`src/nfc_defs.vh`:
```
// Constants for the NAND flash host controller.
`ifndef NFC_DEFS_VH
`define NFC_DEFS_VH
`define NFC_REG_CTRL 4'h0
`define NFC_REG_CMD 4'h1
`define NFC_REG_ADDR 4'h2
`define NFC_REG_DATA 4'h3
`define NFC_REG_STAT 4'h4
`define NFC_REG_IRQ 4'h5
`define NFC_REG_MASK 4'h6
`define NFC_REG_CNT 4'h7
`define NFC_OP_CMD 3'h1
`define NFC_OP_ADDR 3'h2
`define NFC_OP_WDATA 3'h3
`define NFC_OP_RDATA 3'h4
`define NFC_PAGE_BYTES 528
`define NFC_PAGES_PER_BLOCK 16
`define NFC_BLOCKS 1024
`define NFC_SPARE_BLOCK_BYTES 256
`define NFC_CLK_NS 8
`define NFC_TR_NS 7000
`define NFC_TSEQ_NS 50
`define NFC_STROBE_CYC 3
`endif

```
`src/nfc_host.v`:
```
// NAND flash host controller: Avalon-MM slave driving the 8-bit NAND bus.
`timescale 1ns/10ps
`include "nfc_defs.vh"

module nfc_host (
  // Clock and reset
  input wire mclk_in,
  input wire nrst_in,
  // Avalon-MM slave
  input wire [3:0] avs_address_in,
  input wire avs_read_in,
  input wire avs_write_in,
  input wire [31:0] avs_writedata_in,
  output reg [31:0] avs_readdata_out,
  output reg avs_waitrequest_out,
  output reg irq_out,
  // NAND bus
  input wire [7:0] nand_io_in,
  output reg [7:0] nand_io_out,
  output reg nand_io_oe_out,
  output reg nand_cle_out,
  output reg nand_ale_out,
  output reg nand_ce_n_out,
  output reg nand_we_n_out,
  output reg nand_re_n_out,
  output reg nand_wp_n_out,
  input wire ready_busy_n_pin
);
  parameter STROBE_CYC = `NFC_STROBE_CYC;
  localparam TR_CYC = `NFC_TR_NS / `NFC_CLK_NS;
  localparam TSEQ_CYC = (`NFC_TSEQ_NS + `NFC_CLK_NS - 1) / `NFC_CLK_NS;
  localparam [9:0] ST_IDLE = 10'h001;
  localparam [9:0] ST_SETUP = 10'h002;
  localparam [9:0] ST_STROBE = 10'h004;
  localparam [9:0] ST_HOLD = 10'h008;
  localparam [9:0] ST_WAITRB = 10'h010;
  localparam [9:0] ST_RSTROBE = 10'h020;
  localparam [9:0] ST_RHOLD = 10'h040;
  localparam [9:0] ST_DONE = 10'h080;
  localparam [9:0] ST_ACK = 10'h100;
  localparam [9:0] ST_TR = 10'h200;

  // ----------------------------------------
  // Registers
  // ----------------------------------------
  reg [9:0] state_r;
  reg [2:0] op_r;
  reg [7:0] byte_r;
  reg [7:0] rdata_r;
  reg [10:0] cnt_r;
  reg [2:0] irq_stat_r;
  reg [2:0] irq_mask_r;
  reg wp_en_r;
  reg standby_r;
  reg rb_q_r;
  reg refused_r;
  reg busy_wait_r;
  // A request is taken only while waitrequest is high, so a request still held at its acknowledge edge is not taken twice.
  wire acc = (avs_read_in | avs_write_in) & avs_waitrequest_out;
  wire rb_rise = ready_busy_n_pin & ~rb_q_r;
  wire [2:0] ev = {refused_r, state_r == ST_DONE, rb_rise};

  always @(posedge mclk_in) begin
    if (!nrst_in) begin
      state_r <= ST_IDLE;
      op_r <= 3'h0;
      byte_r <= 8'h00;
      rdata_r <= 8'h00;
      cnt_r <= 11'h000;
      irq_stat_r <= 3'h0;
      irq_mask_r <= 3'h0;
      wp_en_r <= 1'b1;
      standby_r <= 1'b0;
      rb_q_r <= 1'b1;
      refused_r <= 1'b0;
      busy_wait_r <= 1'b0;
      avs_readdata_out <= 32'h0000_0000;
      avs_waitrequest_out <= 1'b1;
      irq_out <= 1'b0;
      nand_io_out <= 8'h00;
      nand_io_oe_out <= 1'b0;
      nand_cle_out <= 1'b0;
      nand_ale_out <= 1'b0;
      nand_ce_n_out <= 1'b1;
      nand_we_n_out <= 1'b1;
      nand_re_n_out <= 1'b1;
      nand_wp_n_out <= 1'b0;
    end else begin
      rb_q_r <= ready_busy_n_pin;
      refused_r <= 1'b0;
      avs_waitrequest_out <= 1'b1;
      if (avs_write_in && avs_waitrequest_out && state_r == ST_IDLE && avs_address_in == `NFC_REG_IRQ)
        irq_stat_r <= (irq_stat_r & ~avs_writedata_in[2:0]) | ev;
      else
        irq_stat_r <= irq_stat_r | ev;
      irq_out <= |(irq_stat_r & irq_mask_r);
      nand_wp_n_out <= ~wp_en_r;
      case (state_r)
        ST_IDLE: begin
          nand_ce_n_out <= standby_r;
          if (acc) begin
            state_r <= ST_ACK;
            case (avs_address_in)
              `NFC_REG_CTRL: begin
                if (avs_write_in) begin
                  wp_en_r <= avs_writedata_in[0];
                  standby_r <= avs_writedata_in[1];
                  busy_wait_r <= avs_writedata_in[2];
                end
                avs_readdata_out <= {29'h0, busy_wait_r, standby_r, wp_en_r};
              end
              `NFC_REG_CMD, `NFC_REG_ADDR, `NFC_REG_DATA: begin
                avs_readdata_out <= 32'h0000_0000;
                if (!ready_busy_n_pin && avs_address_in != `NFC_REG_CMD) begin
                  refused_r <= 1'b1;
                end else begin
                  op_r <= (avs_address_in == `NFC_REG_CMD) ? `NFC_OP_CMD :
                          (avs_address_in == `NFC_REG_ADDR) ? `NFC_OP_ADDR :
                          avs_write_in ? `NFC_OP_WDATA : `NFC_OP_RDATA;
                  byte_r <= avs_writedata_in[7:0];
                  nand_ce_n_out <= 1'b0;
                  state_r <= ST_SETUP;
                  cnt_r <= 11'h000;
                end
              end
              `NFC_REG_STAT: avs_readdata_out <= {23'h0, rdata_r, ready_busy_n_pin};
              `NFC_REG_IRQ: avs_readdata_out <= {29'h0, irq_stat_r};
              `NFC_REG_MASK: begin
                if (avs_write_in)
                  irq_mask_r <= avs_writedata_in[2:0];
                avs_readdata_out <= {29'h0, irq_mask_r};
              end
              `NFC_REG_CNT: avs_readdata_out <= {21'h0, 11'd`NFC_PAGE_BYTES};
              default: avs_readdata_out <= 32'h0000_0000;
            endcase
          end
        end
        ST_SETUP: begin
          nand_cle_out <= (op_r == `NFC_OP_CMD);
          nand_ale_out <= (op_r == `NFC_OP_ADDR);
          nand_io_out <= byte_r;
          nand_io_oe_out <= (op_r != `NFC_OP_RDATA);
          if (op_r == `NFC_OP_RDATA) begin
            state_r <= busy_wait_r ? ST_WAITRB : ST_RSTROBE;
            nand_re_n_out <= busy_wait_r;
          end else begin
            nand_we_n_out <= 1'b0;
            state_r <= ST_STROBE;
          end
        end
        ST_STROBE: begin
          cnt_r <= cnt_r + 11'h001;
          if (cnt_r == STROBE_CYC[10:0]) begin
            nand_we_n_out <= 1'b1;
            cnt_r <= 11'h000;
            state_r <= ST_HOLD;
          end
        end
        ST_HOLD: begin
          cnt_r <= cnt_r + 11'h001;
          if (cnt_r == STROBE_CYC[10:0]) begin
            nand_cle_out <= 1'b0;
            nand_ale_out <= 1'b0;
            nand_io_oe_out <= 1'b0;
            // program, erase or resume then busy
            state_r <= ST_DONE;
          end
        end
        ST_WAITRB: begin
          cnt_r <= 11'h000;
          if (ready_busy_n_pin && rb_q_r)
            state_r <= ST_TR;
        end
        ST_TR: begin
          cnt_r <= cnt_r + 11'h001;
          if (cnt_r == TR_CYC[10:0]) begin
            nand_re_n_out <= 1'b0;
            cnt_r <= 11'h000;
            state_r <= ST_RSTROBE;
          end
        end
        ST_RSTROBE: begin
          nand_re_n_out <= 1'b0;
          cnt_r <= cnt_r + 11'h001;
          if (cnt_r == TSEQ_CYC[10:0]) begin
            rdata_r <= nand_io_in;
            nand_re_n_out <= 1'b1;
            cnt_r <= 11'h000;
            state_r <= ST_RHOLD;
          end
        end
        ST_RHOLD: begin
          cnt_r <= cnt_r + 11'h001;
          if (cnt_r == STROBE_CYC[10:0])
            state_r <= ST_DONE;
        end
        ST_DONE: begin
          avs_readdata_out <= {24'h0, rdata_r};
          state_r <= ST_ACK;
        end
        ST_ACK: begin
          avs_waitrequest_out <= 1'b0;
          state_r <= ST_IDLE;
        end
        default: state_r <= ST_IDLE;
      endcase
    end
  end
endmodule

```
`config.mk`:
```
export PLATFORM = sky130hd
export DESIGN_NAME = nfc_host
export DESIGN_NICKNAME = d
export VERILOG_FILES = /design/src/nfc_host.v
export VERILOG_INCLUDE_DIRS = /design/src
export SDC_FILE = /design/constraint.sdc
export NUM_CORES = 1
export LEC_CHECK = 0
export BUFFER_PORTS_ARGS = -buffer_cell sky130_fd_sc_hd__buf_2
export CORE_ASPECT_RATIO = 0.9
export CORE_MARGIN = 8
export CORE_UTILIZATION = 48
export CTS_CLUSTER_SIZE = 8
export DETAILED_ROUTE_END_ITERATION = 8
export GPL_ROUTABILITY_DRIVEN = 0
export HOLD_SLACK_MARGIN = 0.15
export PLACE_DENSITY = 0.77
export SLEW_MARGIN = 20
export SYNTH_ARGS = -nofsm -noshare
export SYNTH_HDL_FRONTEND = slang
export SYNTH_SLANG_ARGS = --single-unit
```
`constraint.sdc`:
```
create_clock -name mclk_in -period 2.4 [get_ports mclk_in]
set_input_delay 0.12 -clock mclk_in [delete_from_list [all_inputs] [get_ports mclk_in]]
set_output_delay 0.12 -clock mclk_in [all_outputs]
set_load 0.01 [all_outputs]
```
==> results of run 1 <==
## registers in the layout, summed over array words and instances, names as in the netlist, 3 cells and up
| name | flops |
|---|---|
| state_r | 10 |
| avs_readdata_out | 10 |
| cnt_r | 11 |
| op_r | 3 |
| irq_stat_r | 3 |
| byte_r | 8 |
| irq_mask_r | 3 |
| rdata_r | 8 |
| nand_io_out | 8 |
## through the flow
stage          instance area [µm²]  hold slack (ns)   util  setup TNS [ns]  power (mW)
6_report                      4700            0.179  0.623          -0.693        2.75
5_1_grt                       4700            0.187  0.623           -2.82        2.86
4_1_cts                       4660            0.162  0.617          -0.237        2.75
3_5_place_dp                  4220            0.359  0.560           -2.33        1.73
3_3_place_gp                  4220            0.352  0.560          -0.971        1.72
2_1_floorplan                 3830            0.245      -               0        1.62
## worst register-to-register path, stage by stage, from the launching register on
cell      delay (ns)
dfxtp_2         0.37
ha_4            0.14
or4b_4          0.50
or4_4           0.44
and2_4          0.16
or4_4           0.51
nand2_4         0.13
o311ai_1        0.12
## logic make-up after synthesis
family / count (synthesis)
DFF: 78
adders and majority gates: 1
buffers and inverters: 49
xor gates and xnor gates: 6
muxes: 37
other: 1
and+or+nand+nor: 182
AOI/OAI and AO/OA: 73
## power breakdown
group	total (mW)	switching, mW	internal [mW]
Combinational	0.405	0.237	0.168
Clock	1.01	0.514	0.493
Sequential	1.34	0.0212	1.32
## worst min path at each step
stage	startpoint	end	slack [ns]	depth (start not counted)
2_1_floorplan	avs_writedata_in[0]	wp_en_r$_SDFFE_PN1P_	0.25	2
3_3_place_gp	avs_writedata_in[5]	byte_r[5]$_SDFFE_PN0P_	0.35	3
3_5_place_dp	nand_io_in[6]	rdata_r[6]$_SDFFE_PN0P_	0.36	3
4_1_cts	avs_address_in[1]	refused_r$_SDFF_PN0_	0.16	3
5_1_grt	avs_address_in[1]	refused_r$_SDFF_PN0_	0.19	3
6_report	avs_address_in[1]	refused_r$_SDFF_PN0_	0.18	3
## routing by layer
layer  routed length [µm]  part of all wire
met1                 4010              0.42
met2                 4840              0.50
met3                  617             0.064
met4                  144             0.015
met5                    0                 0
## final cells by class
cell class / count / area, µm² / area share
Tap cell: 96 / 120 / 0.0256
Clock inverter: 7 / 77.6 / 0.0165
Timing Repair Buffer: 112 / 779 / 0.166
Inverter: 5 / 18.8 / 0.00399
Multi-Input combinational cell: 321 / 2020 / 0.429
Sequential cell: 78 / 1560 / 0.333
Clock buffer: 9 / 124 / 0.0264
## what timing repair did
item                                    in CTS  in global routing
resized for setup                            5                  8
setup buffers                                1                  1
pin swaps                                    2                  2
endpoints found under the setup margin      25                 31
hold buffers                                20                  0
hold endpoints to repair                    28                  0
## cells in the final DEF (no fill, tap or decap), types with 8 or more instances in the layout
cell type,n
nor2_1,62
buf_2,51
buf_4,39
o21ai_0,13
dlygate4sd3_1,20
mux2i_1,34
dfxtp_1,76
nor4_1,8
conb_1,22
clkbuf_8,9
a21oi_1,20
nand3_1,18
nand2_1,42
==> results.cfg, run 1 <==
[routing]
viasPerCell = 5.47
drc = 0
vias = 3438
drt_wl_total_um = 9610
wire_per_inst_um = 15.3
drtPass1Iterations = 5
drtIter0Drc = 240
antenna_left = 0

[timing]
slew_headroom = 0.536
max_freq_mhz = 404
worstMarginPinSlew_ns = 0.690
setup_slack_ns = -0.0733
drv_slew = 0
setup_viol = 20
fin_crit_ns = 2.47
period_share = 1.03
rsz0062_at_grt = yes
hold_viol = 0
fin_skew_ns = 0.0116

[clocking]
root_buffer = clkbuf_8
ctsHtreeMaxLevel = 3
clock-sinks = 78
cts-buffers-inserted = 9
worst_skew_pair.late_latency_ns = 0.35
ctsLongestPathBuffers = 2
cts_tree = built
path_clk_slew_ns = 0.09

[yosys]
muxShareOfSynthArea = 0.100
synth.largest_area_cell = dfxtp_1
async_flop_share = 0
synthAdderAreaFrac = 0.00336
yosysUniqueCellTypes = 57
ys_seq_area_frac = 0.419
synth_compound_area_frac = 0.130
syn_area_per_cell_um2 = 8.73
ys_ff_latch = 78
synth-xor-area-share = 0.0141
synth.top_cell.area_share = 0.419
synth.most_common_cell = dfxtp_1
synth_top_family_by_area = simple AND/OR/NAND/NOR gates
synth_cells = 427
yosys-top-cells-area = dfxtp_1, mux2i_1, nor2_1, buf_4, nand2_1
synth-simple-area-share = 0.251
synth_common_cells = dfxtp_1, nor2_1, nand2_1, mux2i_1, buf_4
yosysWarningCount = 0
synth_edf_count = 0
synth_ff_type = dfxtp_1
syn-cell-area_um2 = 3730

[global_route]
grt_max_degree = 51
use_met2 = 0.307
grt_pass1_vias = 3450
grt_use_met3 = 0.0543
busiest_layer = met2
antenna_found_initial = 0
grtUsageMet1 = 0.204
grt_pass1_wl_um = 15900
grt-ovfl-total = 0
grtUsageTotal = 0.179

[cells_and_area]
nFillCells = 622
diodes = 0
area_growth_pct = 26.2
finalNonFillerCells = 628
drive_gt1_frac = 0.256
fin_nets = 577

[critical_path]
crit_type = register to register
worst-path-stages = 7
crit_chain = ha_4, or4b_4, or4_4, and2_4, or4_4, nand2_4, o311ai_1
crit_path_start = cnt_r[1]$_SDFFE_PN0P_
cp_max_fo = 6
worstPathRequired_ns = 2.63
end_kind = register
critPathBufInv = 0
cpMostUsedCell = or4_4
endpoint = cnt_r[7]$_SDFFE_PN0P_
start_kind = register
cp.arrival_ns = 2.71
rr_endpoint = cnt_r[7]$_SDFFE_PN0P_
rr_worst_depth = 7
rrSetupSlack_ns = -0.07
slowest_delay_ns = 0.51
critPathTopFamily = simple AND/OR/NAND/NOR gates
reg2reg_from = cnt_r[1]$_SDFFE_PN0P_
crit_slowest_cell = or4_4

[pwr]
total_leakage_power_nw = 2.18
ir_drop_v = 0.000579
p_per_area_nw_per_um2 = 585

[floorplanning]
die-area_um2 = 10800
core_area_um2 = 7540
io_pins = 98
die_h_um = 99.6
num_rows = 30
die_w_um = 109
start_util = 0.494

[outcome]
violations = setup timing
status = finished with violations

[placement]
hpwlAfterDp_um = 6710
dp.cells = 590
pre_cts_slack_ns = -0.179
portBuffers = 51

[job]
max_cap_viol_count = 0

[worst_hold_path]
hold_class = input pin to register
No activity file was read; power rests on OpenSTA's default activity.
==> run 2, diff against run 1 <==
--- a/config.mk
+++ b/config.mk
@@ -7,7 +7,7 @@
 export NUM_CORES = 1
 export LEC_CHECK = 0
 export BUFFER_PORTS_ARGS = -buffer_cell sky130_fd_sc_hd__buf_2
-export CORE_ASPECT_RATIO = 0.9
+export CORE_ASPECT_RATIO = 1.5
 export CORE_MARGIN = 8
 export CORE_UTILIZATION = 48
 export CTS_CLUSTER_SIZE = 8
==> results.cfg, run 2 (synthesized netlist as in run 1, its figures left out) <==
[clocking]
worst_skew_pair.late_latency_ns = 0.34
path_clk_slew_ns = 0.06
cts-buffers-inserted = 9
clock-sinks = 78
ctsHtreeMaxLevel = 3
ctsLongestPathBuffers = 2
root_buffer = clkbuf_16
cts_tree = built

[routing]
drtPass1Iterations = 4
drc = 0
wire_per_inst_um = 15.6
drtIter0Drc = 247
vias = 3431
antenna_left = 0
viasPerCell = 5.45
drt_wl_total_um = 9810

[timing]
setup-tns-final_ns = -0.363
fin_crit_ns = 2.48
setup_slack_ns = -0.0844
drv_slew = 0
fin_skew_ns = 0.00432
worstMarginPinSlew_ns = 0.601
period_share = 1.04
max_freq_mhz = 403
setup_viol = 8
hold_viol = 0
slew_headroom = 0.597
whs_ns = 0.171
rsz0062_at_grt = yes

[cells_and_area]
fin_nets = 572
area_growth_pct = 28.6
final_common_cell = dfxtp_1
design_area_um2 = 4790
largest_reg_flops = 11
finalNonFillerCells = 629
final_util = 0.634
reg.largest.list = cnt_r: 11 flops, avs_readdata_out: 10 flops, state_r: 10 flops
diodes = 0
regMostFlops = cnt_r
drive_gt1_frac = 0.269
layout_common_cells = dfxtp_1, nor2_1, buf_2

[pwr]
p_per_area_nw_per_um2 = 629
power_mw = 3.01
ir_drop_v = 0.000689
total_leakage_power_nw = 2.19

[placement]
pre_cts_slack_ns = -0.172
dp.cells = 594
hpwlAfterDp_um = 6850
placed_cell_area_um2 = 4210
portBuffers = 51

[global_route]
grtUsageTotal = 0.184
antenna_found_initial = 0
grt_pass1_wl_um = 15600
grt_pass1_vias = 3336
grt-ovfl-total = 0
grt_max_degree = 52

[critical_path]
cp.arrival_ns = 2.71
start_kind = register
worstPathRequired_ns = 2.62
end_kind = register
cp_max_fo = 5
crit_type = register to register

[floorplanning]
die_h_um = 124
core_area_um2 = 7560
start_util = 0.493
die-area_um2 = 10900
io_pins = 98
num_rows = 39
die_w_um = 87.9

[worst_hold_path]
hold_class = input pin to register

[outcome]
violations = setup timing
status = finished with violations

[job]
max_cap_viol_count = 0
-- run 2: cell count changes in the layout (fill, tap and decap cells not counted), sizes merged --
cell         before  now
clkbuf            9   11
clkinvlp          1    4
dlygate4sd3      20   17
inv               8    4
buf              92   90
bufinv            1    0
-- run 2: final cells by class --
type | instances | area, µm²
Multi-Input combinational cell | 321 | 2070
Sequential cell | 78 | 1560
Clock inverter | 5 | 35.0
Fill cell | 633 | 2770
Inverter | 5 | 18.8
Clock buffer | 11 | 243
Timing Repair Buffer | 107 | 738
Tap cell | 102 | 128
-- run 2: worst paths after layout --
kind	from	endpoint	slack [ns]	depth (start not counted)
max	cnt_r[1]$_SDFFE_PN0P_	cnt_r[6]$_SDFFE_PN0P_	-0.08	8
min	avs_address_in[0]	avs_readdata_out[9]$_SDFFE_PN0P_	0.17	3
max reg2reg	cnt_r[1]$_SDFFE_PN0P_	cnt_r[6]$_SDFFE_PN0P_	-0.08	8
min reg2reg	refused_r$_SDFF_PN0_	irq_stat_r[2]$_SDFF_PN0_	0.45	1
-- run 2: worst max-delay path, cell delays in order (launching register included) --
cell	delay (ns)
dfxtp_2	0.35
ha_4	0.13
or4b_4	0.50
or4_4	0.44
and2_4	0.16
o41a_1	0.40
buf_4	0.19
a21oi_2	0.11
mux2i_1	0.08
-- run 2: per-layer routing --
layer / vias up / GRT usage / share of wire
met5: - / 0 / 0
met4: 0 / 0.0962 / 0.017
met3: 16 / 0.0343 / 0.055
met2: 100 / 0.334 / 0.54
met1: 1645 / 0.194 / 0.39
li1: 1670 / - / -
-- run 2: what timing repair did --
| action | CTS | global route |
|---|---|---|
| setup endpoints to repair | 25 | 37 |
| cloned | 0 | 0 |
| pin swaps | 2 | 4 |
| setup buffers | 2 | 0 |
| gates resized for setup | 4 | 21 |
| hold endpoints to repair | 24 | 0 |
| hold buffers | 17 | 0 |
-- run 2: where the power goes --
| part | total [mW] | leakage [nW] | internal, mW | switching (mW) |
|---|---|---|---|---|
| Sequential | 1.34 | 0.631 | 1.32 | 0.0214 |
| Combinational | 0.413 | 1.43 | 0.173 | 0.240 |
| Clock | 1.26 | 0.124 | 0.726 | 0.535 |
| Total | 3.01 | 2.19 | 2.22 | 0.796 |
==> run 3, diff against run 2 <==
--- a/config.mk
+++ b/config.mk
@@ -6,8 +6,8 @@
 export SDC_FILE = /design/constraint.sdc
 export NUM_CORES = 1
 export LEC_CHECK = 0
-export BUFFER_PORTS_ARGS = -buffer_cell sky130_fd_sc_hd__buf_2
-export CORE_ASPECT_RATIO = 1.5
+export BUFFER_PORTS_ARGS = -buffer_cell sky130_fd_sc_hd__buf_4
+export CORE_ASPECT_RATIO = 0.7
 export CORE_MARGIN = 8
 export CORE_UTILIZATION = 48
 export CTS_CLUSTER_SIZE = 8
==> results.cfg, run 3 (synthesized netlist as in run 1, its figures left out) <==
[critical_path]
crit_slowest_cell = or4b_4
critPathTopFamily = simple AND/OR/NAND/NOR gates
crit_chain = ha_4, or4b_4, or4_4, and2_4, o41a_1, buf_6, a21oi_2, mux2i_1
cp.arrival_ns = 2.69
crit_type = register to register
end_kind = register
cp_max_fo = 4
slowest_delay_ns = 0.51
worstPathRequired_ns = 2.64
start_kind = register
critPathBufInv = 1

[routing]
vias = 3547
drt_wl_total_um = 10400
wire_per_inst_um = 16.3
drc = 0
drtPass1Iterations = 5
drtIter0Drc = 339
viasPerCell = 5.54
antenna_left = 0

[outcome]
status = finished with violations
violations = setup timing

[timing]
fin_crit_ns = 2.45
slew_headroom = 0.435
hold_viol = 0
fin_skew_ns = 0.00958
setup_viol = 9
period_share = 1.02
setup_slack_ns = -0.0535
rsz0062_at_grt = yes
worstMarginPinSlew_ns = 0.839
drv_slew = 0
max_freq_mhz = 408
setup-tns-final_ns = -0.252

[clocking]
root_buffer = clkbuf_8
cts-buffers-inserted = 9
ctsLongestPathBuffers = 2
worst_skew_pair.late_latency_ns = 0.36
ctsHtreeMaxLevel = 3
path_clk_slew_ns = 0.07
clock-sinks = 78
cts_tree = built

[global_route]
grt_pass1_wl_um = 16800
grtUsageTotal = 0.188
grt_max_degree = 52
grt-ovfl-total = 0
grt_pass1_vias = 3436
antenna_found_initial = 0

[floorplanning]
die-area_um2 = 10900
start_util = 0.484
die_w_um = 121
core_area_um2 = 7700
num_rows = 27
die_h_um = 89.7
io_pins = 98

[cells_and_area]
reg.largest.list = cnt_r: 11 flops, avs_readdata_out: 10 flops, state_r: 10 flops
largest_reg_flops = 11
seq_area_um2 = 1560
final_common_cell = buf_4
area_growth_pct = 33.5
fin_nets = 585
nFillCells = 635
layout_common_cells = buf_4, dfxtp_1, nor2_1
multi_input_comb_area_um2 = 2090
diodes = 0
regMostFlops = cnt_r
drive_gt1_frac = 0.271

[worst_hold_path]
hold_class = input pin to register

[placement]
hpwlAfterDp_um = 6960
portBuffers = 51
pre_cts_slack_ns = -0.199

[job]
max_cap_viol_count = 0

[pwr]
total_leakage_power_nw = 2.24
ir_drop_v = 0.000494
p_per_area_nw_per_um2 = 552
## run 3: final cells by class
type | instances | area share
multi-input cells | 321 | 0.420
flip-flops and latches | 78 | 0.314
repair buffers | 120 | 0.200
clock buffers | 11 | 0.0264
well taps | 101 | 0.0254
clock inverters | 4 | 0.00981
inverters | 5 | 0.00377
## run 3: report_power, final
| group | total [mW] | internal, mW | leakage, nW | switching, mW |
|---|---|---|---|---|
| Clock | 0.948 | 0.474 | 0.0931 | 0.474 |
| Sequential | 1.34 | 1.32 | 0.631 | 0.0241 |
| Combinational | 0.457 | 0.205 | 1.52 | 0.253 |
| Total | 2.75 | 1.99 | 2.24 | 0.751 |
## run 3: stage by stage
stage               hold slack (ns)  total power, mW  instance area, µm²   util  std cells
floorplan                     0.245             1.62                3830      -        448
global placement              0.350             1.74                4340  0.564        593
detailed placement            0.361             1.75                4340  0.564        593
CTS                          0.0390             2.73                4830  0.628        637
global route                  0.226             2.86                4970  0.646        640
finish                        0.228             2.75                4970  0.646        640
## run 3: timing repair
action | in CTS | in global routing
hold buffers | 27 | 1
cloned | 0 | 0
pin swaps | 5 | 6
resized for setup | 5 | 27
endpoints found under the hold margin | 38 | 7
buffers inserted | 2 | 2
endpoints found under the setup margin | 26 | 39
## run 3: final timing paths
check,startpoint,to,slack (ns),cells after the start
setup / recovery,cnt_r[0]$_SDFFE_PN0P_,cnt_r[2]$_SDFFE_PN0P_,-0.05,8
hold / removal,avs_address_in[2],refused_r$_SDFF_PN0_,0.23,4
setup reg to reg,cnt_r[0]$_SDFFE_PN0P_,cnt_r[2]$_SDFFE_PN0P_,-0.05,8
hold reg to reg,refused_r$_SDFF_PN0_,irq_stat_r[2]$_SDFF_PN0_,0.45,1
## run 3: routing by layer
layer	vias up	global-route usage	wire length, µm
li1	1690	-	-
met1	1674	0.238	4350
met2	156	0.287	4910
met3	27	0.0656	968
met4	0	0.0696	199
met5	-	0	0
## run 3: tightest hold or removal path, stage by stage
cell and delay, ns:
buf_4 0.15, nor2_1 0.10, nand2_1 0.10, nor3_1 0.06
